### src/cms_params.svh
`ifndef CMS_PARAMS_SVH
`define CMS_PARAMS_SVH

// ==================================================================
// Target addresses decoded from the channel/address strap
`define CMS_ADDR_GROUND   7'h34
`define CMS_ADDR_SUPPLY   7'h35
`define CMS_ADDR_FLOAT    7'h36

// ==================================================================
// Level codes from the strap pad sensor
`define CMS_LVL_GROUND    2'h0
`define CMS_LVL_SUPPLY    2'h1
`define CMS_LVL_FLOAT     2'h2
`define CMS_LVL_WEAK_UP   2'h3

// ==================================================================
// Synchroniser bit positions
`define CMS_SYNC_W        8
`define CMS_POS_IFACE     0
`define CMS_POS_STRAP_LO  1
`define CMS_POS_STRAP_HI  2
`define CMS_POS_SCL       3
`define CMS_POS_SDA       4
`define CMS_POS_SNS_CLK   5
`define CMS_POS_AUD_CLK   6
`define CMS_POS_AUD_DAT   7

// ==================================================================
// Cycles after reset release before the straps are caught
`define CMS_SETTLE_CYC    3'h3

`endif

### src/cms_pkg.sv
package cms_pkg;

   // ===============================================================
   // Control mode, one-hot
   typedef enum logic [2:0] {
      CMS_MODE_SW_I2C     = 3'b001,
      CMS_MODE_STANDALONE = 3'b010,
      CMS_MODE_PATTERN    = 3'b100
   } cms_mode_e;

   // ===============================================================
   // Strap capture sequence, one-hot
   typedef enum logic [1:0] {
      CMS_ST_SETTLE = 2'b01,
      CMS_ST_RUN    = 2'b10
   } cms_state_e;

   typedef logic [1:0] cms_level_t;

endpackage : cms_pkg

### src/cms_pin_sync.sv
`timescale 1ns/1ps
`include "cms_params.svh"

module cms_pin_sync (
   input  wire logic                   mclk_in,
   input  wire logic                   arst_n_in,
   input  wire logic [`CMS_SYNC_W-1:0] async_in,
   output logic      [`CMS_SYNC_W-1:0] sync_out,
   output logic      [`CMS_SYNC_W-1:0] sync_dly_out
);

   logic [`CMS_SYNC_W-1:0] meta_r;

   // ================================================================
   // Two stages, plus one more for edge finding downstream
   always_ff @(posedge mclk_in or negedge arst_n_in) begin
      if (!arst_n_in) begin
         meta_r       <= '0;
         sync_out     <= '0;
         sync_dly_out <= '0;
      end else begin
         meta_r       <= async_in;
         sync_out     <= meta_r;
         sync_dly_out <= sync_out;
      end
   end

endmodule : cms_pin_sync

### src/cms_mode_select.sv
// Summary of operation
// - Address strap ground gives 0x34, supply 0x35, floating 0x36.
// - Interface strap at supply starts the audio port in PCM mode.
// - Address strap weakly pulled up, with interface strap at supply, selects standalone mode without I2C.
// - Standalone mode picks the audio slot from static I2C pin levels.
// - Interface strap at ground starts PDM pattern control mode.
// - Pattern mode plays left channel for low strap, right for high.
// - Pattern mode still accepts I2C control when the bus is connected.
// - Sense data leaves on the sense pin in the selected format.
// - Playback audio enters on the audio pin in the selected format.
`timescale 1ns/1ps
`include "cms_params.svh"

module cms_mode_select
   import cms_pkg::*;
(
   input  wire logic       mclk_in,
   input  wire logic       arst_n_in,
   input  wire logic       iface_sel_strap_in,
   input  wire logic [1:0] channel_address_strap_in,
   input  wire logic       i2c_scl_pin_in,
   input  wire logic       i2c_sda_pin_in,
   input  wire logic       sense_clock_frame_sync_pin_in,
   input  wire logic       audio_clock_bit_clock_pin_in,
   input  wire logic       audio_data_in_pin_in,
   input  wire logic       sw_pdm_select_in,
   input  wire logic       sense_pcm_bit_in,
   input  wire logic       sense_pdm_bit_in,
   output logic            cfg_valid_out,
   output logic [2:0]      ctrl_mode_out,
   output logic            pdm_mode_out,
   output logic [6:0]      i2c_addr_out,
   output logic            i2c_enable_out,
   output logic [1:0]      slot_select_out,
   output logic            pdm_right_chan_out,
   output logic            audio_bit_out,
   output logic            audio_bit_valid_out,
   output logic            frame_sync_out,
   output logic            sense_bit_req_out,
   output logic            sense_data_out_pin_out
);

   // ================================================================
   // Decode helpers
   function automatic logic [6:0] cms_addr_f(input cms_level_t lvl);
      logic [6:0] a;
      a = `CMS_ADDR_SUPPLY;
      if (lvl == `CMS_LVL_GROUND)
         a = `CMS_ADDR_GROUND;
      else if (lvl == `CMS_LVL_FLOAT)
         a = `CMS_ADDR_FLOAT;
      return a;
   endfunction : cms_addr_f

   function automatic logic [2:0] cms_mode_f(input logic iface, input cms_level_t lvl);
      logic [2:0] m;
      m = CMS_MODE_SW_I2C;
      if (!iface)
         m = CMS_MODE_PATTERN;
      else if (lvl == `CMS_LVL_WEAK_UP)
         m = CMS_MODE_STANDALONE;
      return m;
   endfunction : cms_mode_f

   // ================================================================
   // Pin synchronisers
   logic [`CMS_SYNC_W-1:0] pins_w;
   logic [`CMS_SYNC_W-1:0] sync_w;
   logic [`CMS_SYNC_W-1:0] dly_w;

   assign pins_w = {audio_data_in_pin_in, audio_clock_bit_clock_pin_in, sense_clock_frame_sync_pin_in,
                    i2c_sda_pin_in, i2c_scl_pin_in, channel_address_strap_in, iface_sel_strap_in};

   cms_pin_sync u_sync (
      .mclk_in      (mclk_in),
      .arst_n_in    (arst_n_in),
      .async_in     (pins_w),
      .sync_out     (sync_w),
      .sync_dly_out (dly_w)
   );

   // ================================================================
   // Capture sequence
   cms_state_e  state_r;
   cms_state_e  state_nxt;
   logic [2:0]  settle_r;
   logic [2:0]  settle_nxt;
   cms_level_t  strap_cap_r;
   logic        iface_cap_r;
   logic [1:0]  slot_cap_r;
   logic        capture_w;

   assign capture_w = (state_r == CMS_ST_SETTLE) && (settle_r == `CMS_SETTLE_CYC);

   // Wait for the synchronisers to fill before trusting the straps
   always_comb begin
      state_nxt  = state_r;
      settle_nxt = settle_r;
      unique case (state_r)
         CMS_ST_SETTLE: begin
            settle_nxt = settle_r + 3'h1;
            if (capture_w) begin
               state_nxt = CMS_ST_RUN;
            end
         end
         CMS_ST_RUN: begin
            settle_nxt = settle_r;
         end
      endcase
   end

   // Straps caught once; later pin changes are ignored
   always_ff @(posedge mclk_in or negedge arst_n_in) begin
      if (!arst_n_in) begin
         state_r     <= CMS_ST_SETTLE;
         settle_r    <= 3'h0;
         strap_cap_r <= `CMS_LVL_GROUND;
         iface_cap_r <= 1'b0;
         slot_cap_r  <= 2'h0;
      end else begin
         state_r  <= state_nxt;
         settle_r <= settle_nxt;
         if (capture_w) begin
            strap_cap_r <= sync_w[`CMS_POS_STRAP_HI:`CMS_POS_STRAP_LO];
            iface_cap_r <= sync_w[`CMS_POS_IFACE];
            slot_cap_r  <= {sync_w[`CMS_POS_SDA], sync_w[`CMS_POS_SCL]};
         end
      end
   end

   // ================================================================
   // Configuration decode
   logic        run_w;
   logic [2:0]  mode_w;
   logic        pdm_w;
   logic        right_w;

   assign run_w   = (state_r == CMS_ST_RUN);
   assign mode_w  = cms_mode_f(iface_cap_r, strap_cap_r);
   // PCM by default; software may move to PDM only in its own mode
   assign pdm_w   = (mode_w == CMS_MODE_PATTERN) ||
                    ((mode_w == CMS_MODE_SW_I2C) && sw_pdm_select_in);
   // Floating reads as low for channel choice
   assign right_w = (strap_cap_r == `CMS_LVL_SUPPLY) || (strap_cap_r == `CMS_LVL_WEAK_UP);

   always_ff @(posedge mclk_in or negedge arst_n_in) begin
      if (!arst_n_in) begin
         cfg_valid_out      <= 1'b0;
         ctrl_mode_out      <= 3'h0;
         pdm_mode_out       <= 1'b0;
         i2c_addr_out       <= 7'h00;
         i2c_enable_out     <= 1'b0;
         slot_select_out    <= 2'h0;
         pdm_right_chan_out <= 1'b0;
      end else begin
         cfg_valid_out      <= run_w;
         ctrl_mode_out      <= run_w ? mode_w : 3'h0;
         pdm_mode_out       <= run_w && pdm_w;
         i2c_addr_out       <= run_w ? cms_addr_f(strap_cap_r) : 7'h00;
         i2c_enable_out     <= run_w && (mode_w != CMS_MODE_STANDALONE);
         slot_select_out    <= (run_w && mode_w == CMS_MODE_STANDALONE) ? slot_cap_r : 2'h0;
         pdm_right_chan_out <= run_w && (mode_w == CMS_MODE_PATTERN) && right_w;
      end
   end

   // ================================================================
   // Clock edges found on the sampled host clocks
   logic aud_rise_w;
   logic aud_fall_w;
   logic sns_fall_w;
   logic take_audio_w;
   logic drive_sense_w;
   logic sense_bit_w;

   assign aud_rise_w = sync_w[`CMS_POS_AUD_CLK] & ~dly_w[`CMS_POS_AUD_CLK];
   assign aud_fall_w = ~sync_w[`CMS_POS_AUD_CLK] & dly_w[`CMS_POS_AUD_CLK];
   assign sns_fall_w = ~sync_w[`CMS_POS_SNS_CLK] & dly_w[`CMS_POS_SNS_CLK];

   // PDM left rides the rising audio clock edge, right the falling one
   assign take_audio_w  = cfg_valid_out &&
                          (pdm_mode_out ? (pdm_right_chan_out ? aud_fall_w : aud_rise_w) : aud_rise_w);
   // PCM sense data moves on falling bit clock, PDM on falling sense clock
   assign drive_sense_w = cfg_valid_out && (pdm_mode_out ? sns_fall_w : aud_fall_w);
   assign sense_bit_w   = pdm_mode_out ? sense_pdm_bit_in : sense_pcm_bit_in;

   // Data pin shares the clock pin's delay, so alignment holds
   always_ff @(posedge mclk_in or negedge arst_n_in) begin
      if (!arst_n_in) begin
         audio_bit_out          <= 1'b0;
         audio_bit_valid_out    <= 1'b0;
         frame_sync_out         <= 1'b0;
         sense_bit_req_out      <= 1'b0;
         sense_data_out_pin_out <= 1'b0;
      end else begin
         audio_bit_valid_out <= take_audio_w;
         sense_bit_req_out   <= drive_sense_w;
         if (take_audio_w) begin
            audio_bit_out  <= sync_w[`CMS_POS_AUD_DAT];
            frame_sync_out <= !pdm_mode_out && sync_w[`CMS_POS_SNS_CLK];
         end
         if (drive_sense_w) begin
            sense_data_out_pin_out <= sense_bit_w;
         end
      end
   end

   // ================================================================
   // Checks
   a_addr_decode: assert property (@(posedge mclk_in) disable iff (!arst_n_in)
      cfg_valid_out |-> i2c_addr_out == ((strap_cap_r == `CMS_LVL_GROUND) ? 7'h34 :
                                         (strap_cap_r == `CMS_LVL_FLOAT) ? 7'h36 : 7'h35))
      else $error("address decode wrong");

   a_pcm_default: assert property (@(posedge mclk_in) disable iff (!arst_n_in)
      (run_w && iface_cap_r && !sw_pdm_select_in) |=> !pdm_mode_out)
      else $error("PCM default not kept");

   a_sw_pdm_switch: assert property (@(posedge mclk_in) disable iff (!arst_n_in)
      (run_w && mode_w == CMS_MODE_SW_I2C && sw_pdm_select_in) |=> pdm_mode_out)
      else $error("software PDM switch ignored");

   a_standalone_nobus: assert property (@(posedge mclk_in) disable iff (!arst_n_in)
      (cfg_valid_out && iface_cap_r && strap_cap_r == `CMS_LVL_WEAK_UP) |->
         (ctrl_mode_out == CMS_MODE_STANDALONE) && !i2c_enable_out)
      else $error("standalone mode not entered");

   a_slot_static: assert property (@(posedge mclk_in) disable iff (!arst_n_in)
      (ctrl_mode_out == CMS_MODE_STANDALONE) |-> slot_select_out == slot_cap_r)
      else $error("slot select not from pins");

   a_pattern_pdm: assert property (@(posedge mclk_in) disable iff (!arst_n_in)
      (cfg_valid_out && !iface_cap_r) |-> pdm_mode_out && ctrl_mode_out == CMS_MODE_PATTERN)
      else $error("pattern mode not PDM");

   a_chan_select: assert property (@(posedge mclk_in) disable iff (!arst_n_in)
      (ctrl_mode_out == CMS_MODE_PATTERN) |-> pdm_right_chan_out == right_w)
      else $error("channel select wrong");

   a_pattern_i2c: assert property (@(posedge mclk_in) disable iff (!arst_n_in)
      (ctrl_mode_out == CMS_MODE_PATTERN) |-> i2c_enable_out)
      else $error("I2C lost in pattern mode");

   a_sense_drive: assert property (@(posedge mclk_in) disable iff (!arst_n_in)
      sense_bit_req_out |-> sense_data_out_pin_out == $past(sense_bit_w))
      else $error("sense bit not driven");

   a_audio_take: assert property (@(posedge mclk_in) disable iff (!arst_n_in)
      audio_bit_valid_out |-> audio_bit_out == $past(sync_w[`CMS_POS_AUD_DAT]) && $past(cfg_valid_out))
      else $error("audio bit not taken");

   a_mode_hold: assert property (@(posedge mclk_in) disable iff (!arst_n_in)
      (cfg_valid_out && $past(cfg_valid_out)) |-> $stable(ctrl_mode_out) && $stable(i2c_addr_out))
      else $error("mode changed after capture");

endmodule : cms_mode_select

### config.mk
export PLATFORM = sky130hd
export DESIGN_NAME = cms_mode_select
export DESIGN_NICKNAME = d
export VERILOG_FILES = /design/src/cms_pkg.sv /design/src/cms_pin_sync.sv /design/src/cms_mode_select.sv
export VERILOG_INCLUDE_DIRS = /design/src
export SDC_FILE = /design/constraint.sdc
export NUM_CORES = 1
export LEC_CHECK = 0
export ABC_AREA = 0
export BUFFER_PORTS_ARGS = -buffer_cell sky130_fd_sc_hd__clkbuf_2
export CORE_UTILIZATION = 50
export CTS_CLUSTER_SIZE = 8
export DETAILED_ROUTE_END_ITERATION = 10
export PLACE_DENSITY = 0.84
export SETUP_SLACK_MARGIN = 0.2
export SYNTH_ARGS = -nofsm -noshare
export SYNTH_HDL_FRONTEND = slang
export SYNTH_SLANG_ARGS = --single-unit
export TNS_END_PERCENT = 1
### constraint.sdc
create_clock -name mclk_in -period 3.1 [get_ports mclk_in]
set_input_delay 0.31 -clock mclk_in [delete_from_list [all_inputs] [get_ports mclk_in]]
set_output_delay 0.31 -clock mclk_in [all_outputs]
set_load 0.01 [all_outputs]
==> flow_summary.yaml, run 1 <==
outcome:
  status: "finished clean"
routing:
  antenna_left: 0
  wl_per_cell_um: 12.66
  drt_first_pass_iters: 4
  via_count: 787
  vias_per_cell: 4.828
  route.detailed.drc: 0
  dr.first_iter.drc_count: 20
  routed_wl_um: 2063
synth:
  yosysWarnings: 0
  syn_area_um2: 1474
  avgSynthCellArea_um2: 14.89
  synth_seq_cells: 44
  synth.area.mux_share: 0.07216
  synth_edf_count: 0
  synth_compound_area_frac: 0.02207
  async_flop_share: 1.000
  synthSimpleGateAreaFrac: 0.09338
  synth-xor-area-share: 0.005942
  synthesis.instances: 99
  ys_types: 26
  synthTopCellsByCount: "dfrtp_1 (43), nand2_1 (7), and2_1 (5), buf_4 (5)"
  ys.flop_type: "dfrtp_1"
  netlist.top_cell.by_area: "dfrtp_1"
  ys_seq_area_frac: 0.7479
  synth_top_area_frac: 0.7301
  synthAdderAreaFrac: 0.01698
  synth_top_family_by_area: "simple AND/OR/NAND/NOR gates"
  synthTopCellsByArea: "dfrtp_1 (73%), mux2_2 (3.1%), buf_4 (2.5%)"
  synth_most_common_cell: "dfrtp_1"
layout:
  antenna-diode-count: 0
  area_growth_pct: 14.94
  final_util: 0.6091
  finalNetCount: 147
  drive_above_1_share: 0.3485
place:
  preCtsSetupSlack_ps: 1593
  globalplace.congestion: 0.7642
  port_buffers: 31
  dpl.hpwl_um: 1485
grt:
  antenna_found_initial: 0
  grt-ovfl-total: 0
  grt_max_degree: 45
  track_usage: 0.1547
  grt_pass1_vias: 840
  grt_pass1_wl_um: 3560
critical_path:
  crit_path_start_kind: "flop"
  crit_type: "reg -> reg"
  crit_fanout: 6
  end_kind: "flop"
  rr_worst_depth: 4
  crit_path_start: "settle_r[0]"
  r2r-start: "settle_r[0]"
  cp.arrival_ps: 1740
  critPathRequiredTime_ps: 3330
clock_tree:
  postCtsSetupBuffers: 0
  cts_sinks: 44
  cts_resized: 0
  clock_latency_ps: 340
  ctsHoldBuffers: 0
  cts_root_buffer: "clkbuf_4"
  clk_pin_slew_ps: 110
  cts_tree: "built"
  cts_buffers: 5
  clock_path_buffers: 2
  htree_levels: 2
hold_path:
  hold_path.class: "in -> reg"
  hp-start: "audio_data_in_pin_in"
  holdPathStages: 1
timing:
  grt_setup_unrepaired: "false"
  worst_pin_slew_ps: 1005
  tns_ps: 0
  setup_ws_ps: 1591
  maxSlewViolCount: 0
  setup_violations: 0
  timing.fmax_mhz: 662.6
  max_slew_margin: 0.3299
  fin_skew_ps: 9.120
  period_minus_slack_ps: 1509
  fin_crit_sh: 0.4868
  report.final.hold_viol_count: 0
die:
  core-area_um2: 2781
  chipHeight_um: 56.30
  io_pins: 34
  die_w_um: 56.30
  die_area_um2: 3169
  rows: 19
  initial_utilization: 0.5299
power:
  power_mw: 0.8968
  p_per_area_nw_per_um2: 529.4
  p_leak_nw: 0.9201
  worst_ir_drop_vdd_mv: 0.4922
flow_run:
  timing.max_cap.violations: 0
-- power by group --
group,internal [mW],switching (mW),leakage (nW)
Sequential,0.585,0.00373,0.560
Combinational,0.00728,0.0146,0.322
Clock,0.129,0.157,0.0374
Total,0.721,0.175,0.920
-- layout by cell type (no fill, tap or decap) --
master / netlist / layout
dfrtp_1: 43 / 43
clkbuf_2: 0 / 31
nand2_1: 7 / 7
and2_1: 5 / 5
clkbuf_4: 0 / 5
nor2_1: 4 / 4
a21oi_1: 4 / 4
mux2_2: 4 / 4
inv_1: 3 / 3
nand2b_1: 2 / 2
and3_1: 2 / 2
mux2i_1: 2 / 2
nand3b_1: 2 / 2
mux2_4: 2 / 2
ha_1: 2 / 2
conb_1: 1 / 2
clkbuf_8: 0 / 2
inv_2: 1 / 1
nand3_1: 1 / 1
nor3_1: 1 / 1
or2b_1: 1 / 1
o21ai_0: 1 / 1
a21o_1: 1 / 1
and2b_1: 1 / 1
xnor2_1: 1 / 1
mux2_1: 1 / 1
dfstp_2: 1 / 1
-- path summary, 6_finish.rpt --
path | endpoint | slack, ps
worst max-delay path | strap_cap_r[1] | 1590
worst min-delay path | u_sync.meta_r[7] | 70
worst max register to register | strap_cap_r[1] | 1590
worst min register to register | u_sync.sync_out[0] | 360
max in group asynchronous | u_sync.sync_out[0] | 2360
min in group asynchronous | frame_sync_out | 120
-- flip-flops by register name, summed over array words and instances (netlist names) --
| register | count |
|---|---|
| frame_sync_out | 1 |
| ctrl_mode_out | 3 |
| i2c_addr_out | 3 |
| i2c_enable_out | 1 |
| pdm_right_chan_out | 1 |
| settle_r | 3 |
| sense_bit_req_out | 1 |
| slot_select_out | 2 |
| sense_data_out_pin_out | 1 |
| u_sync.sync_out | 8 |
| state_r | 2 |
| u_sync.meta_r | 8 |
| strap_cap_r | 2 |
| iface_cap_r | 1 |
| pdm_mode_out | 1 |
| audio_bit_out | 1 |
| u_sync.sync_dly_out | 2 |
| slot_cap_r | 2 |
| audio_bit_valid_out | 1 |
-- stage by stage --
stage | cells | hold slack [ps] | area [µm²]
2_1_floorplan | 100 | 14.41 | 1478
3_5_place_dp | 156 | 334.7 | 1629
6_report | 163 | 74.90 | 1694
4_1_cts | 163 | 53.21 | 1694
3_3_place_gp | 156 | 331.9 | 1629
5_1_grt | 163 | 31.96 | 1694
-- metal layers --
metal  up-vias  routed length [µm]  global-route usage
met3         4                 119             0.07373
met5         -                   0                   0
met2        29                1057              0.2534
li1        380                   -                   -
met1       374                 847              0.1729
met4         0                  38             0.06620
-- logic make-up (layout without fill, tap and decap cells) --
family | after synthesis | in the layout
buf+inv | 10 | 42
other cells | 1 | 2
fa+ha+maj | 2 | 2
mux | 9 | 9
xor+xnor | 1 | 1
simple gates | 26 | 26
compound gates | 6 | 6
flops | 44 | 44
-- worst max-delay path: stages, from the launching register on --
cell and delay, ps:
dfrtp_1 420, ha_1 200, ha_1 190, nand3b_1 220, mux2_2 370
-- final cells by class --
type                       count  area, µm²
clock buffer                   7      65.06
multi-input combinational     46      317.8
fill                         214       1087
tap                           31      38.79
timing repair buffer          31      155.1
sequential                    44       1102
inverter                       4      15.01
No activity file was read; power rests on OpenSTA's default activity.
==> inputs of run 2 (changes only) <==
==> constraint.sdc (replaced) <==
create_clock -name mclk_in -period 1.5 [get_ports mclk_in]
set_input_delay 0.15 -clock mclk_in [delete_from_list [all_inputs] [get_ports mclk_in]]
set_output_delay 0.15 -clock mclk_in [all_outputs]
set_load 0.01 [all_outputs]
==> run 2 against run 1 <==
Critical endpoint unchanged. Largest cell class unchanged. Die area unchanged. Clock power grew to 2.7 times the previous value. Sequential share of layout area is 7.6 points lower. Design area grew 13%.
==> flow_summary.yaml, run 2 (synthesized netlist as in run 1, its figures left out) <==
power:
  switching_share: 0.2002
  p_comb_frac: 0.035
  worst_ir_drop_vdd_mv: 1.182
  power_mw: 2.059
  p_switching_mw: 0.4122
  power_frac_clock: 0.373
  sequentialPowerShare: 0.592
  p_per_area_nw_per_um2: 1073
  p_leak_nw: 1.025
  intPower_mw: 1.647
die:
  die_w_um: 56.30
  core-area_um2: 2781
  chipHeight_um: 56.30
  rows: 19
  die_area_um2: 3169
  initial_utilization: 0.5299
  io_pins: 34
place:
  dpl.hpwl_um: 1553
  globalplace.congestion: 0.7503
  port_buffers: 31
  preCtsSetupSlack_ps: -1.342
layout:
  final_common_cell: "dfrtp_1"
  reg_top3: "u_sync.meta_r x8, u_sync.sync_out x8"
  final_cell_mix: "dfrtp_1 (43), clkbuf_2 (31), dlygate4sd3_1 (10)"
  area_growth_pct: 30.14
  antenna-diode-count: 0
  drive_above_1_share: 0.3800
  finalNetCount: 164
routing:
  drt_first_pass_iters: 6
  via_count: 885
  dr.first_iter.drc_count: 25
  wl_per_cell_um: 13.41
  antenna_left: 0
  routed_wl_um: 2427
  route.detailed.drc: 0
  vias_per_cell: 4.890
hold_path:
  hold_path.class: "in -> reg"
  hp-start: "sense_pcm_bit_in"
  holdPathStages: 3
  holdPathEnd: "sense_data_out_pin_out"
timing:
  setup_ws_ps: 62.66
  grt_setup_unrepaired: "true"
  report.final.hold_viol_count: 0
  maxSlewViolCount: 0
  timing.fmax_mhz: 695.7
  period_minus_slack_ps: 1437
  fin_crit_sh: 0.9582
  setup_violations: 0
  fin_skew_ps: 16.20
grt:
  grt-ovfl-total: 0
  track_usage: 0.1631
  grt_pass1_vias: 837
  grt_max_degree: 26
  antenna_found_initial: 0
  grt_pass1_wl_um: 3608
critical_path:
  r2r-start: "settle_r[1]"
  cp.arrival_ps: 1690
  critPathRequiredTime_ps: 1760
  crit_path_start_kind: "flop"
  rr_endpoint: "strap_cap_r[1]"
  crit_fanout: 4
  regToRegSetupSlack_ps: 60
  rr_worst_depth: 5
  end_kind: "flop"
  crit_type: "reg -> reg"
outcome:
  status: "finished clean"
clock_tree:
  cts_tree: "built"
  cts_buffers: 5
  htree_levels: 2
  cts_root_buffer: "clkbuf_4"
  clk_pin_slew_ps: 130
  clock_latency_ps: 360
  clock_path_buffers: 2
  cts_sinks: 44
flow_run:
  timing.max_cap.violations: 0
## run 2: worst max path at each step
stage / startpoint / endpoint / slack (ps) / cells past startpoint
detailed placement: settle_r[0] / strap_cap_r[1] / -1 / 4
finish: settle_r[1] / strap_cap_r[1] / 60 / 5
CTS: settle_r[1] / strap_cap_r[1] / 90 / 5
floorplan: settle_r[0] / iface_cap_r / 100 / 4
global route: settle_r[1] / strap_cap_r[1] / 20 / 5
global placement: settle_r[0] / iface_cap_r / 70 / 4
## run 2: per-layer routing
| layer | GRT usage | wire (µm) |
|---|---|---|
| met1 | 0.1771 | 965 |
| met2 | 0.2721 | 1287 |
| met3 | 0.04839 | 103 |
| met4 | 0.1150 | 70 |
| met5 | 0 | 0 |
## run 2: power by group through the flow
stage / combinational (mW) / sequential (mW) / clock [mW]
floorplan: 0.0127 / 1.24 / 0
global placement: 0.0507 / 1.24 / 0
detailed placement: 0.0525 / 1.24 / 0
CTS: 0.0728 / 1.22 / 0.780
global route: 0.0807 / 1.22 / 0.830
finish: 0.0711 / 1.22 / 0.769
## run 2: cell type report
class | count | area (µm²)
sequential | 44 | 1102
inverter | 4 | 15.01
clock inverter | 2 | 38.79
multi-input combinational | 46 | 351.6
tap | 31 | 38.79
timing repair buffer | 48 | 320.3
clock buffer | 6 | 51.30
fill | 203 | 863.3
## run 2: through the flow
| step | utilization | hold WS [ps] | setup TNS [ps] | area [µm²] | std cells |
|---|---|---|---|---|---|
| 2_1_floorplan | - | -145.6 | 0 | 1511 | 100 |
| 3_3_place_gp | 0.6077 | 123.2 | 0 | 1690 | 158 |
| 6_report | 0.6896 | 93.44 | 0 | 1918 | 181 |
| 5_1_grt | 0.6896 | 89.62 | 0 | 1918 | 181 |
| 3_5_place_dp | 0.6077 | 134.1 | -1.342 | 1690 | 158 |
| 4_1_cts | 0.6842 | 84.44 | 0 | 1903 | 179 |
## run 2: critical path, stage by stage, from the launching register on
cell and delay (ps):
dfrtp_1 430, ha_2 210, ha_4 160, nand3b_1 90, buf_4 150, mux2_4 300
## run 2: what timing repair did
item	CTS	global route
endpoints found under the setup margin	8	7
setup buffers	3	2
endpoints found under the hold margin	28	0
resized for setup	0	0
hold buffers	10	0
pin swaps	0	0
==> inputs of run 3 (changes only) <==
--- a/config.mk
+++ b/config.mk
@@ -7,11 +7,11 @@
 export NUM_CORES = 1
 export LEC_CHECK = 0
 export ABC_AREA = 0
-export BUFFER_PORTS_ARGS = -buffer_cell sky130_fd_sc_hd__clkbuf_2
 export CORE_UTILIZATION = 50
 export CTS_CLUSTER_SIZE = 8
 export DETAILED_ROUTE_END_ITERATION = 10
-export PLACE_DENSITY = 0.84
+export DONT_BUFFER_PORTS = 1
+export PLACE_DENSITY = 0.74
 export SETUP_SLACK_MARGIN = 0.2
 export SYNTH_ARGS = -nofsm -noshare
 export SYNTH_HDL_FRONTEND = slang
==> run 3 against run 2 <==
Clock-buffer cell count rose by 2. Wire length down 19%. Sequential power hardly changed. Non-clock buffer count fell by 31. Total power is 10% lower. Flip-flop and latch count did not move. Cell count is 17% lower. Clock skew down 9.2 ps. Worst setup slack improved by 42 ps. Largest cell class unchanged. Highest routed layer unchanged.
==> flow_summary.yaml, run 3 (synthesized netlist as in run 1, its figures left out) <==
hold_path:
  hold_path.class: "in -> reg"
die:
  core-area_um2: 2781
  rows: 19
  chipHeight_um: 56.30
  die_w_um: 56.30
  io_pins: 34
  initial_utilization: 0.5299
  die_area_um2: 3169
grt:
  grt_pass1_wl_um: 3436
  grt-ovfl-total: 0
  antenna_found_initial: 0
  grt_pass1_vias: 784
  grt_max_degree: 45
  track_usage: 0.1531
layout:
  final_util: 0.6248
  final_common_cell: "dfrtp_1"
  drive_above_1_share: 0.1933
  fillCellCount: 210
  reg_top3: "u_sync.meta_r x8, u_sync.sync_out x8"
  finalNetCount: 133
  final_cell_mix: "dfrtp_1 (43), dlygate4sd3_1 (11), nand2_1 (7), mux2_4 (7)"
  antenna-diode-count: 0
  area_growth_pct: 17.91
timing:
  fin_skew_ps: 6.962
  grt_setup_unrepaired: "true"
  period_minus_slack_ps: 1395
  timing.hold.ws_ps: 22.48
  setup_violations: 0
  maxSlewViolCount: 0
  fin_crit_sh: 0.9302
  timing.fmax_mhz: 716.7
  report.final.hold_viol_count: 0
  tns_ps: 0
clock_tree:
  clock_path_buffers: 2
  cts_root_buffer: "clkbuf_4"
  cts_sinks: 44
  clock_latency_ps: 340
  cts_tree: "built"
  htree_levels: 2
  cts_buffers: 5
  clk_pin_slew_ps: 110
place:
  port_buffers: 0
  globalplace.congestion: 0.6970
  dpl.hpwl_um: 1276
routing:
  drt_first_pass_iters: 4
  routed_wl_um: 1968
  via_count: 755
  antenna_left: 0
  route.detailed.drc: 0
  wl_per_cell_um: 13.12
  dr.first_iter.drc_count: 10
  vias_per_cell: 5.033
power:
  power_mw: 1.843
  p_per_area_nw_per_um2: 1061
  worst_ir_drop_vdd_mv: 0.7985
  p_leak_nw: 0.8764
critical_path:
  critPathRequiredTime_ps: 1740
  crit_fanout: 6
  crit_path_start_kind: "flop"
  end_kind: "flop"
  cp.arrival_ps: 1640
  crit_type: "reg -> reg"
outcome:
  status: "finished clean"
flow_run:
  timing.max_cap.violations: 0
-- run 3: cell count changes in the layout (fill, tap and decap cells not counted) --
cell,delta
clkinv_4,-1
buf_6,+1
clkbuf_1,+2
clkbuf_2,-31
bufinv_16,-1
dlygate4sd3_1,+1
buf_4,-2
-- run 3: routing by layer --
layer	global-route usage	share of wire	up-vias
met5	0	0	-
met1	0.1691	0.40	373
met2	0.2381	0.50	26
li1	-	-	347
met4	0.08711	0.032	0
met3	0.07834	0.067	9
-- run 3: power by group --
| group | switching, mW | leakage (nW) | internal (mW) | total (mW) |
|---|---|---|---|---|
| Clock | 0.335 | 0.0326 | 0.232 | 0.567 |
| Combinational | 0.0303 | 0.284 | 0.0288 | 0.0591 |
| Sequential | 0.00733 | 0.560 | 1.21 | 1.22 |
-- run 3: through the flow --
step           instance area, µm²  instances  worst slack, ps
2_1_floorplan                1511        100            99.05
3_3_place_gp                 1530        128            71.27
3_5_place_dp                 1530        128            2.607
4_1_cts                      1730        149            106.4
5_1_grt                      1738        150            44.78
6_report                     1738        150            104.8
-- run 3: layout make-up --
class | instances | area [µm²] | share of cell area
Inverter | 4 | 15.01 | 0.008639
Multi-Input combinational cell | 46 | 351.6 | 0.2023
Clock buffer | 8 | 58.81 | 0.03384
Sequential cell | 44 | 1102 | 0.6343
Tap cell | 31 | 38.79 | 0.02232
Timing Repair Buffer | 17 | 171.4 | 0.09863
-- run 3: path summary, 6_finish.rpt --
path | cells after the start | slack [ps] | from | endpoint
max | 5 | 100 | settle_r[1] | slot_cap_r[0]
max in group asynchronous | 2 | 980 | arst_n_in | state_r[0]
min | 2 | 20 | sense_pdm_bit_in | sense_data_out_pin_out
min reg2reg | 0 | 360 | u_sync.meta_r[4] | u_sync.sync_out[4]
max reg2reg | 5 | 100 | settle_r[1] | slot_cap_r[0]
min in group asynchronous | 2 | 250 | arst_n_in | i2c_enable_out
-- run 3: worst max-delay path, cell delays in order (launching register included) --
cell      delay [ps]
dfrtp_1          410
ha_2             210
ha_4             150
nand3b_1          90
buf_6            140
mux2_4           300
-- run 3: repair_timing --
item | CTS | global route
hold endpoints to repair | 54 | 0
hold buffers | 12 | 0
endpoints found under the setup margin | 6 | 10
buffers inserted | 1 | 1
resized for setup | 1 | 0
